==> config.mk <==
export PLATFORM = sky130hd
export DESIGN_NAME = smse_top
export DESIGN_NICKNAME = d
export VERILOG_FILES = /design/src/rtl/smse_sync.v /design/src/rtl/smse_top.v
export VERILOG_INCLUDE_DIRS = /design/src /design/src/rtl
export SDC_FILE = /design/constraint.sdc
export NUM_CORES = 1
export LEC_CHECK = 0
export CORE_MARGIN = 1
export CORE_UTILIZATION = 35
export DETAILED_ROUTE_END_ITERATION = 12
export DONT_BUFFER_PORTS = 1
export GPL_ROUTABILITY_DRIVEN = 1
export PLACE_DENSITY = 0.51
export SYNTH_ARGS = -nofsm -noshare
export SYNTH_HDL_FRONTEND = slang
export SYNTH_HIERARCHICAL = 1
export SYNTH_SLANG_ARGS = --single-unit
==> constraint.sdc <==
create_clock -name aclk -period 1.7 [get_ports aclk]
set_input_delay 0.34 -clock aclk [delete_from_list [all_inputs] [get_ports aclk]]
set_output_delay 0.34 -clock aclk [all_outputs]
set_load 0.05 [all_outputs]
==> src/rtl/smse_regs.vh <==
// Register map, field layout and code values for the mode select and enable block.
`ifndef SMSE_REGS_VH
`define SMSE_REGS_VH
`define SMSE_ADDR_W 4
`define SMSE_OFF_FUNC 4'h0
`define SMSE_OFF_CTRL 4'h4
`define SMSE_OFF_STAT 4'h8
`define SMSE_FUNC_RESET 32'h00000000
`define SMSE_MODE_LSB 4
`define SMSE_MODE_MSB 7
`define SMSE_ENSRC_LSB 12
`define SMSE_ENSRC_MSB 15
`define SMSE_CTRL_RESTART 0
`define SMSE_CTRL_ALM_CLR 1
`define SMSE_ENSRC_PIN 4'h0
`define SMSE_ENSRC_ALWAYS 4'h7
`define SMSE_M_SPEED 4'h0
`define SMSE_M_POS 4'h1
`define SMSE_M_FORCE 4'h2
`define SMSE_M_PRESET 4'h3
`define SMSE_M_PRE_SPD 4'h4
`define SMSE_M_PRE_POS 4'h5
`define SMSE_M_PRE_FRC 4'h6
`define SMSE_M_POS_SPD 4'h7
`define SMSE_M_POS_FRC 4'h8
`define SMSE_M_FRC_SPD 4'h9
`define SMSE_M_SPD_ZC 4'hA
`define SMSE_M_POS_INH 4'hB
`define SMSE_METH_SPEED 3'h0
`define SMSE_METH_POS 3'h1
`define SMSE_METH_FORCE 3'h2
`define SMSE_METH_PRESET 3'h3
`define SMSE_METH_SPD_ZC 3'h4
`define SMSE_METH_POS_INH 3'h5
`define SMSE_METH_OFF 3'h7
`define SMSE_RESP_OKAY 2'h0
`define SMSE_RESP_SLVERR 2'h2
`endif

==> src/rtl/smse_sync.v <==
// Three-stage input synchroniser with agreement filter for a group of pins.
`timescale 1ns/10ps
module smse_sync #(
  parameter W = 8
) (
  input wire aclk,
  input wire aresetn,
  input wire [W-1:0] pin,
  output wire [W-1:0] level
);
  genvar i;
  generate
    for (i = 0; i < W; i = i + 1) begin : g_bit
      reg s1;
      reg s2;
      reg s3;
      reg q;
      always @(posedge aclk) begin
        if (!aresetn) begin
          s1 <= 1'b0;
          s2 <= 1'b0;
          s3 <= 1'b0;
          q <= 1'b0;
        end else begin
          s1 <= pin[i];
          s2 <= s1;
          s3 <= s2;
          // A change counts only once the second and third stages agree.
          if (s2 == s3) begin
            q <= s3;
          end
        end
      end
      assign level[i] = q;
    end
  endgenerate
endmodule

==> src/rtl/smse_top.v <==
// Control mode selection and motor enable gating with an AXI4-Lite register slave.
//
// The register addresses and the AXI4-Lite slave port are this design's own decisions.
`timescale 1ns/10ps
`include "smse_regs.vh"
module smse_top (
  input wire aclk,
  input wire aresetn,
  input wire [`SMSE_ADDR_W-1:0] s_axi_awaddr,
  input wire s_axi_awvalid,
  output reg s_axi_awready,
  input wire [31:0] s_axi_wdata,
  input wire [3:0] s_axi_wstrb,
  input wire s_axi_wvalid,
  output reg s_axi_wready,
  output reg [1:0] s_axi_bresp,
  output reg s_axi_bvalid,
  input wire s_axi_bready,
  input wire [`SMSE_ADDR_W-1:0] s_axi_araddr,
  input wire s_axi_arvalid,
  output reg s_axi_arready,
  output reg [31:0] s_axi_rdata,
  output reg [1:0] s_axi_rresp,
  output reg s_axi_rvalid,
  input wire s_axi_rready,
  input wire motor_enable_n,
  input wire main_power_on,
  input wire safety_power_cutoff_state,
  input wire alarm_active,
  input wire motor_moving,
  input wire proportional_select_input_n,
  input wire fwd_limit_select_input_n,
  input wire rev_limit_select_input_n,
  input wire mode_switch_input_n,
  output reg motor_energize,
  output reg [2:0] active_method,
  output reg [2:0] preset_select,
  output reg preset_reverse
);
  localparam [1:0] EN_OFF = 2'h0;
  localparam [1:0] EN_WAIT = 2'h1;
  localparam [1:0] EN_ON = 2'h2;
  wire [7:0] pins;
  wire [7:0] lv;
  reg [31:0] function_select_param;
  reg [3:0] control_mode_nibble;
  reg [3:0] enable_source_nibble;
  reg alarm_latched;
  reg [1:0] en_state;
  reg [1:0] next_en_state;
  reg aw_held;
  reg w_held;
  reg [`SMSE_ADDR_W-1:0] aw_addr;
  reg [31:0] w_data;
  reg [3:0] w_strb;
  reg [2:0] next_method;
  reg [31:0] next_func;
  reg [31:0] rd_word;
  reg [1:0] rd_resp;
  wire enable_armed;
  wire en_req;
  wire en_ok;
  wire enable_pin;
  wire power_ok;
  wire cutoff_live;
  wire alarm_live;
  wire prop_sel;
  wire sel_a;
  wire sel_b;
  wire mode_sw;
  wire wr_fire;
  wire wr_func;
  wire wr_ctrl;
  wire aw_mapped;
  wire restart_hit;
  wire alm_clr_hit;
  wire [2:0] preset_onehot;
  wire [31:0] stat_word;
  integer k;

  // Active-low pins are inverted ahead of the synchroniser, so that its cleared
  // state after reset reads as idle and no false request follows reset.
  assign pins = {~motor_enable_n,
                 main_power_on,
                 safety_power_cutoff_state,
                 alarm_active,
                 ~proportional_select_input_n,
                 ~fwd_limit_select_input_n,
                 ~rev_limit_select_input_n,
                 ~mode_switch_input_n};

  smse_sync #(
    .W(8)
  ) u_sync (
    .aclk(aclk),
    .aresetn(aresetn),
    .pin(pins),
    .level(lv)
  );

  assign enable_pin = lv[7];
  assign power_ok = lv[6];
  assign cutoff_live = lv[5];
  assign alarm_live = lv[4];
  assign prop_sel = lv[3];
  assign sel_a = lv[2];
  assign sel_b = lv[1];
  assign mode_sw = lv[0];

  // Pin source or constant enable, as latched at the last restart.
  assign en_req = (enable_source_nibble == `SMSE_ENSRC_ALWAYS) ? 1'b1 :
                  (enable_source_nibble == `SMSE_ENSRC_PIN) ? enable_pin : 1'b0;
  // Power, safety cutoff and a live or latched alarm all gate acceptance of the enable.
  // The live alarm is included so that the cycle before the latch sets cannot arm.
  assign en_ok = power_ok & ~cutoff_live & ~alarm_live & ~alarm_latched;

  assign wr_fire = aw_held & w_held & ~s_axi_bvalid;
  assign wr_func = wr_fire & (aw_addr == `SMSE_OFF_FUNC);
  assign wr_ctrl = wr_fire & (aw_addr == `SMSE_OFF_CTRL);
  assign aw_mapped = (aw_addr == `SMSE_OFF_FUNC) | (aw_addr == `SMSE_OFF_CTRL);
  assign restart_hit = wr_ctrl & w_strb[0] & w_data[`SMSE_CTRL_RESTART];
  assign alm_clr_hit = wr_ctrl & w_strb[0] & w_data[`SMSE_CTRL_ALM_CLR];

  always @* begin
    next_func = function_select_param;
    for (k = 0; k < 4; k = k + 1) begin
      if (w_strb[k]) begin
        next_func[k*8 +: 8] = w_data[k*8 +: 8];
      end
    end
  end

  // The alarm stays pending until software resets it, and a live alarm wins over the reset.
  always @(posedge aclk) begin
    if (!aresetn) begin
      alarm_latched <= 1'b0;
    end else if (alarm_live) begin
      alarm_latched <= 1'b1;
    end else if (alm_clr_hit) begin
      alarm_latched <= 1'b0;
    end
  end

  // Mode and enable source are applied only at restart, so a live drive changes method only through the mode switch input.
  always @(posedge aclk) begin
    if (!aresetn) begin
      function_select_param <= `SMSE_FUNC_RESET;
      control_mode_nibble <= `SMSE_M_SPEED;
      enable_source_nibble <= `SMSE_ENSRC_PIN;
    end else begin
      if (wr_func) begin
        function_select_param <= next_func;
      end
      if (restart_hit) begin
        control_mode_nibble <= function_select_param[`SMSE_MODE_MSB:`SMSE_MODE_LSB];
        enable_source_nibble <= function_select_param[`SMSE_ENSRC_MSB:`SMSE_ENSRC_LSB];
      end
    end
  end

  // A new enable waits while the motor moves; an accepted one is kept while it moves.
  always @* begin
    next_en_state = en_state;
    case (en_state)
      EN_OFF: begin
        if (motor_moving) begin
          next_en_state = EN_WAIT;
        end else begin
          next_en_state = EN_ON;
        end
      end
      EN_WAIT: begin
        if (!motor_moving) begin
          next_en_state = EN_ON;
        end
      end
      EN_ON: next_en_state = EN_ON;
      default: next_en_state = EN_OFF;
    endcase
    if (!en_req || !en_ok || restart_hit) begin
      next_en_state = EN_OFF;
    end
  end

  always @(posedge aclk) begin
    if (!aresetn) begin
      en_state <= EN_OFF;
    end else begin
      en_state <= next_en_state;
    end
  end

  assign enable_armed = (en_state == EN_ON);

  // Preset speed one-hot from the two select pins; none selected means zero speed.
  assign preset_onehot = {sel_b & sel_a, sel_b & ~sel_a, ~sel_b & sel_a};

  assign stat_word = {16'h0000,
                      enable_source_nibble,
                      control_mode_nibble,
                      motor_energize,
                      active_method,
                      alarm_latched,
                      cutoff_live,
                      power_ok,
                      enable_armed};

  always @* begin
    rd_resp = `SMSE_RESP_OKAY;
    case (s_axi_araddr)
      `SMSE_OFF_FUNC: rd_word = function_select_param;
      `SMSE_OFF_CTRL: rd_word = 32'h00000000;
      `SMSE_OFF_STAT: rd_word = stat_word;
      default: begin
        rd_word = 32'h00000000;
        rd_resp = `SMSE_RESP_SLVERR;
      end
    endcase
  end

  // The switch input picks the second method of each combined mode.
  always @* begin
    case (control_mode_nibble)
      `SMSE_M_SPEED: next_method = `SMSE_METH_SPEED;
      `SMSE_M_POS: next_method = `SMSE_METH_POS;
      `SMSE_M_FORCE: next_method = `SMSE_METH_FORCE;
      `SMSE_M_PRESET: next_method = `SMSE_METH_PRESET;
      `SMSE_M_PRE_SPD: next_method = mode_sw ? `SMSE_METH_SPEED : `SMSE_METH_PRESET;
      `SMSE_M_PRE_POS: next_method = mode_sw ? `SMSE_METH_POS : `SMSE_METH_PRESET;
      `SMSE_M_PRE_FRC: next_method = mode_sw ? `SMSE_METH_FORCE : `SMSE_METH_PRESET;
      `SMSE_M_POS_SPD: next_method = mode_sw ? `SMSE_METH_SPEED : `SMSE_METH_POS;
      `SMSE_M_POS_FRC: next_method = mode_sw ? `SMSE_METH_FORCE : `SMSE_METH_POS;
      `SMSE_M_FRC_SPD: next_method = mode_sw ? `SMSE_METH_SPEED : `SMSE_METH_FORCE;
      `SMSE_M_SPD_ZC: next_method = mode_sw ? `SMSE_METH_SPD_ZC : `SMSE_METH_SPEED;
      `SMSE_M_POS_INH: next_method = mode_sw ? `SMSE_METH_POS_INH : `SMSE_METH_POS;
      default: next_method = `SMSE_METH_OFF;
    endcase
  end

  always @(posedge aclk) begin
    if (!aresetn) begin
      motor_energize <= 1'b0;
      active_method <= `SMSE_METH_OFF;
      preset_select <= 3'h0;
      preset_reverse <= 1'b0;
    end else begin
      motor_energize <= enable_armed & en_ok & en_req;
      active_method <= next_method;
      if (next_method == `SMSE_METH_PRESET) begin
        preset_select <= preset_onehot;
        preset_reverse <= prop_sel;
      end else begin
        preset_select <= 3'h0;
        preset_reverse <= 1'b0;
      end
    end
  end

  // Write side: address and data are taken independently, the response follows both.
  always @(posedge aclk) begin
    if (!aresetn) begin
      s_axi_awready <= 1'b0;
      s_axi_wready <= 1'b0;
      s_axi_bvalid <= 1'b0;
      s_axi_bresp <= `SMSE_RESP_OKAY;
      aw_held <= 1'b0;
      w_held <= 1'b0;
      aw_addr <= {`SMSE_ADDR_W{1'b0}};
      w_data <= 32'h00000000;
      w_strb <= 4'h0;
    end else begin
      s_axi_awready <= ~aw_held & ~s_axi_awready & s_axi_awvalid;
      s_axi_wready <= ~w_held & ~s_axi_wready & s_axi_wvalid;
      if (s_axi_awvalid && s_axi_awready) begin
        aw_held <= 1'b1;
        aw_addr <= s_axi_awaddr;
      end
      if (s_axi_wvalid && s_axi_wready) begin
        w_held <= 1'b1;
        w_data <= s_axi_wdata;
        w_strb <= s_axi_wstrb;
      end
      if (wr_fire) begin
        s_axi_bvalid <= 1'b1;
        s_axi_bresp <= aw_mapped ? `SMSE_RESP_OKAY : `SMSE_RESP_SLVERR;
      end else if (s_axi_bvalid && s_axi_bready) begin
        s_axi_bvalid <= 1'b0;
        aw_held <= 1'b0;
        w_held <= 1'b0;
      end
    end
  end

  // Read side: one cycle after the address is taken the data appear.
  always @(posedge aclk) begin
    if (!aresetn) begin
      s_axi_arready <= 1'b0;
      s_axi_rvalid <= 1'b0;
      s_axi_rdata <= 32'h00000000;
      s_axi_rresp <= `SMSE_RESP_OKAY;
    end else begin
      s_axi_arready <= ~s_axi_arready & ~s_axi_rvalid & s_axi_arvalid;
      if (s_axi_arvalid && s_axi_arready) begin
        s_axi_rvalid <= 1'b1;
        s_axi_rresp <= rd_resp;
        s_axi_rdata <= rd_word;
      end else if (s_axi_rvalid && s_axi_rready) begin
        s_axi_rvalid <= 1'b0;
      end
    end
  end
endmodule

==> key figures <==
Routing
  – Routed vias: 4,436
  – Vias per inst: approximately 4.9
  – Routed Antenna Nets: 0
  – Pre-antenna DRT Iters: 4
  – DRT iter0 DRCs: approximately 210
  – Residual DRC count: 0
  – Final Routed Wirelength: approximately 14,000 um
  – DR WL/cell: 15.4 um

GRT
  – Total track usage: between 10% and 20%
  – Vias in the first global route: roughly 4,300
  – Grt ovf: 0
  – First-pass GRT wire length: between 20,000 and 25,000 um
  – Number of antenna violations at the first check in global routing: 0
  – Largest net degree at the start of global routing: 192

Synthesis
  – Cell count after synthesis: 686
  – EDFF count, synth: 0
  – Top cells by area, synth: dfxtp_1 (52%), nand2_1 (11%), mux2i_1 (6.5%)
  – Most frequent cell after synthesis: nand2_1
  – Post-Syn Area per Cell: just over 9 um2
  – Synth top area share: about half
  – Commonest cells post-synth: nand2_1 (184), dfxtp_1 (164), a21boi_0 (46), mux2i_1 (41), o21ai_0 (29)
  – Biggest area consumer among synthesized cells: dfxtp_1
  – Synth Cell Area: 0.00635 mm2
  – Top FF cell, synth: dfxtp_1
  – Synth unique cells: 46
  – Sequential area share after synthesis: 51.7%
  – Share of flip-flops with an asynchronous set or reset: 0%
  – Yosys warns: 6
  – Count of state elements after synthesis: between 150 and 200

Min path
  – HP Class: in2reg

Power and ir drop
  – Lkg Pwr: ~2.4 nW
  – Worst VDD drop: approximately 720 uV
  – Pwr/cell area: 1150 mW/mm2

Layout
  – Area occupied by multi-input gates: about 0.0027 mm2
  – Area growth syn-to-layout: 10.5%
  – Share of layout cells above drive strength 1: 8.75%
  – Final #Nets: between 700 and 800
  – Design area: ~0.0070 mm2
  – Antenna diode count: 0
  – FILL cells: 1,760
  – Register area: 0.00328 mm2

Floorplanning
  – Initial Util: a little over a third
  – Die X: ~140 um
  – CORE AREA: 0.0175 mm2
  – Die ar.: between 0.015 and 0.02 mm2
  – Row cnt: 48
  – DIE HEIGHT: 137 um
  – Ports: 109

Worst setup path
  – Worst Setup End Kind: flop
  – Critical path arrival: 1.79 ns
  – CP cell instances: nor4_1 > buf_4 > and3_2 > mux2i_1
  – Crit path launch type: flop
  – WP buf/inv: 1
  – CP top delay family: simple AND/OR/NAND/NOR gates
  – Critical-path top delay cell: and3_2
  – Critical path fanouts, max: 8
  – Critical path class: reg2reg
  – Required @ worst endpoint: 2.05 ns
  – Crit-path max cell delay: around 0.36 ns

Place
  – Port bufs: 0
  – DP Wirelength: approximately 9500 um
  – Placed cell area: between 0.006 and 0.007 mm2
  – Routability cong.: between 0.7 and 0.8

STA
  – Final min period: about 1.4 ns
  – Final hold slack: 0.0314 ns
  – Skew final: between 0.007 and 0.008 ns
  – Worst-Margin Slew: 0.553 ns
  – Fmax: roughly 0.69 GHz
  – Unrepaired setup endpoints after global routing: false
  – Setup violators final: 0
  – Setup TNS: 0 ns
  – Final worst path period share: ~85%
  – Final hold violation count: 0
  – Max transition margin: between 60% and 70%
  – Slew Limit Fails: 0

Run status
  – Status: finished, final reports clean

Clock tree
  – CTS H-tree depth: 4
  – Post-CTS setup buffer count: 0
  – TritonCTS clock tree: done
  – CTS max path bufs: 2
  – # clock sinks: approximately 160
  – CTS root buf: clkbuf_16
  – Num CTS Buffers: 17
  – Clk pin slew, worst setup/hold paths: 0.06 ns
  – Clock latency on the worst-skew pair: about 0.42 ns
  – CTS resizes: 0
  – CTS Hold Bufs: 0

Flow run
  – Max_cap viols: 0
cell families (layout without fill, tap and decap cells):
group	count (synthesis)	after routing	share of synthesized area, %
other	1	2	0.0590
AO/OA/AOI/OAI	123	123	14.0
multiplexers	42	42	6.64
flip-flops	164	164	51.7
XOR/XNOR	1	1	0.138
buffers and inverters	65	52	5.87
adder cells (fa/ha/maj)	4	4	0.788
AND/OR/NAND/NOR	286	286	20.8
per-stage QoR:
step                instances  util (%)  setup slack, ns  power [mW]
global route              899      40.0            0.133        8.40
floorplan                 687         -            0.225        4.37
finish                    899      40.0            0.258        8.11
CTS                       899      40.0            0.245        8.21
detailed placement        870      36.7            0.267        4.40
global placement          870      36.7            0.294        4.39
worst paths after layout:
| check | start | end | slack [ns] | depth (start not counted) |
|---|---|---|---|---|
| hold reg to reg | u_sync/g_bit[2].s1 | u_sync/g_bit[2].s2 | 0.43 | 1 |
| hold / removal | s_axi_wvalid | s_axi_wready | 0.03 | 2 |
| setup reg to reg | aw_addr[3] | function_select_param[18] | 0.26 | 4 |
| setup / recovery | aw_addr[3] | function_select_param[18] | 0.26 | 4 |
layout make-up:
cell class	instances	share of cell area, %
clock buffer	20	6.36
clock inverter	9	1.89
sequential	164	46.8
timing repair buffer	14	2.03
tap	225	4.01
inverter	9	0.481
multi-input combinational	458	38.4
registers in the layout, summed over array words and instances (netlist names), 2 cells and up:
signal,flops
w_strb,4
function_select_param,32
u_sync/g_bit.s1,8
s_axi_rdata,32
enable_source_nibble,4
u_sync/g_bit.s2,8
en_state,2
aw_addr,4
w_data,32
control_mode_nibble,4
preset_select,3
u_sync/g_bit.q,8
active_method,3
u_sync/g_bit.s3,8
where the power goes:
group	internal, mW	switching (mW)	total (mW)
clock	2.32	1.48	3.80
combinational	0.107	0.142	0.248
sequential	3.93	0.130	4.06
total	6.36	1.75	8.11
layout by cell type (no fill, tap or decap), drive strengths merged, types with 16 or more instances in the layout:
master and n:
o21ai 29, nand3 24, nand2 184, a21boi 68
nor2 22, clkbuf 20, dfxtp 164, and2 26
a221oi 16, mux2i 41
per-layer routing:
layer,track usage [%],share of wire (%),vias up
li1,-,-,2249
met5,0,0,-
met1,19.8,46,2078
met3,4.30,5.8,10
met4,6.36,1.1,0
met2,24.8,47,99
No activity file was read; power rests on OpenSTA's default activity.
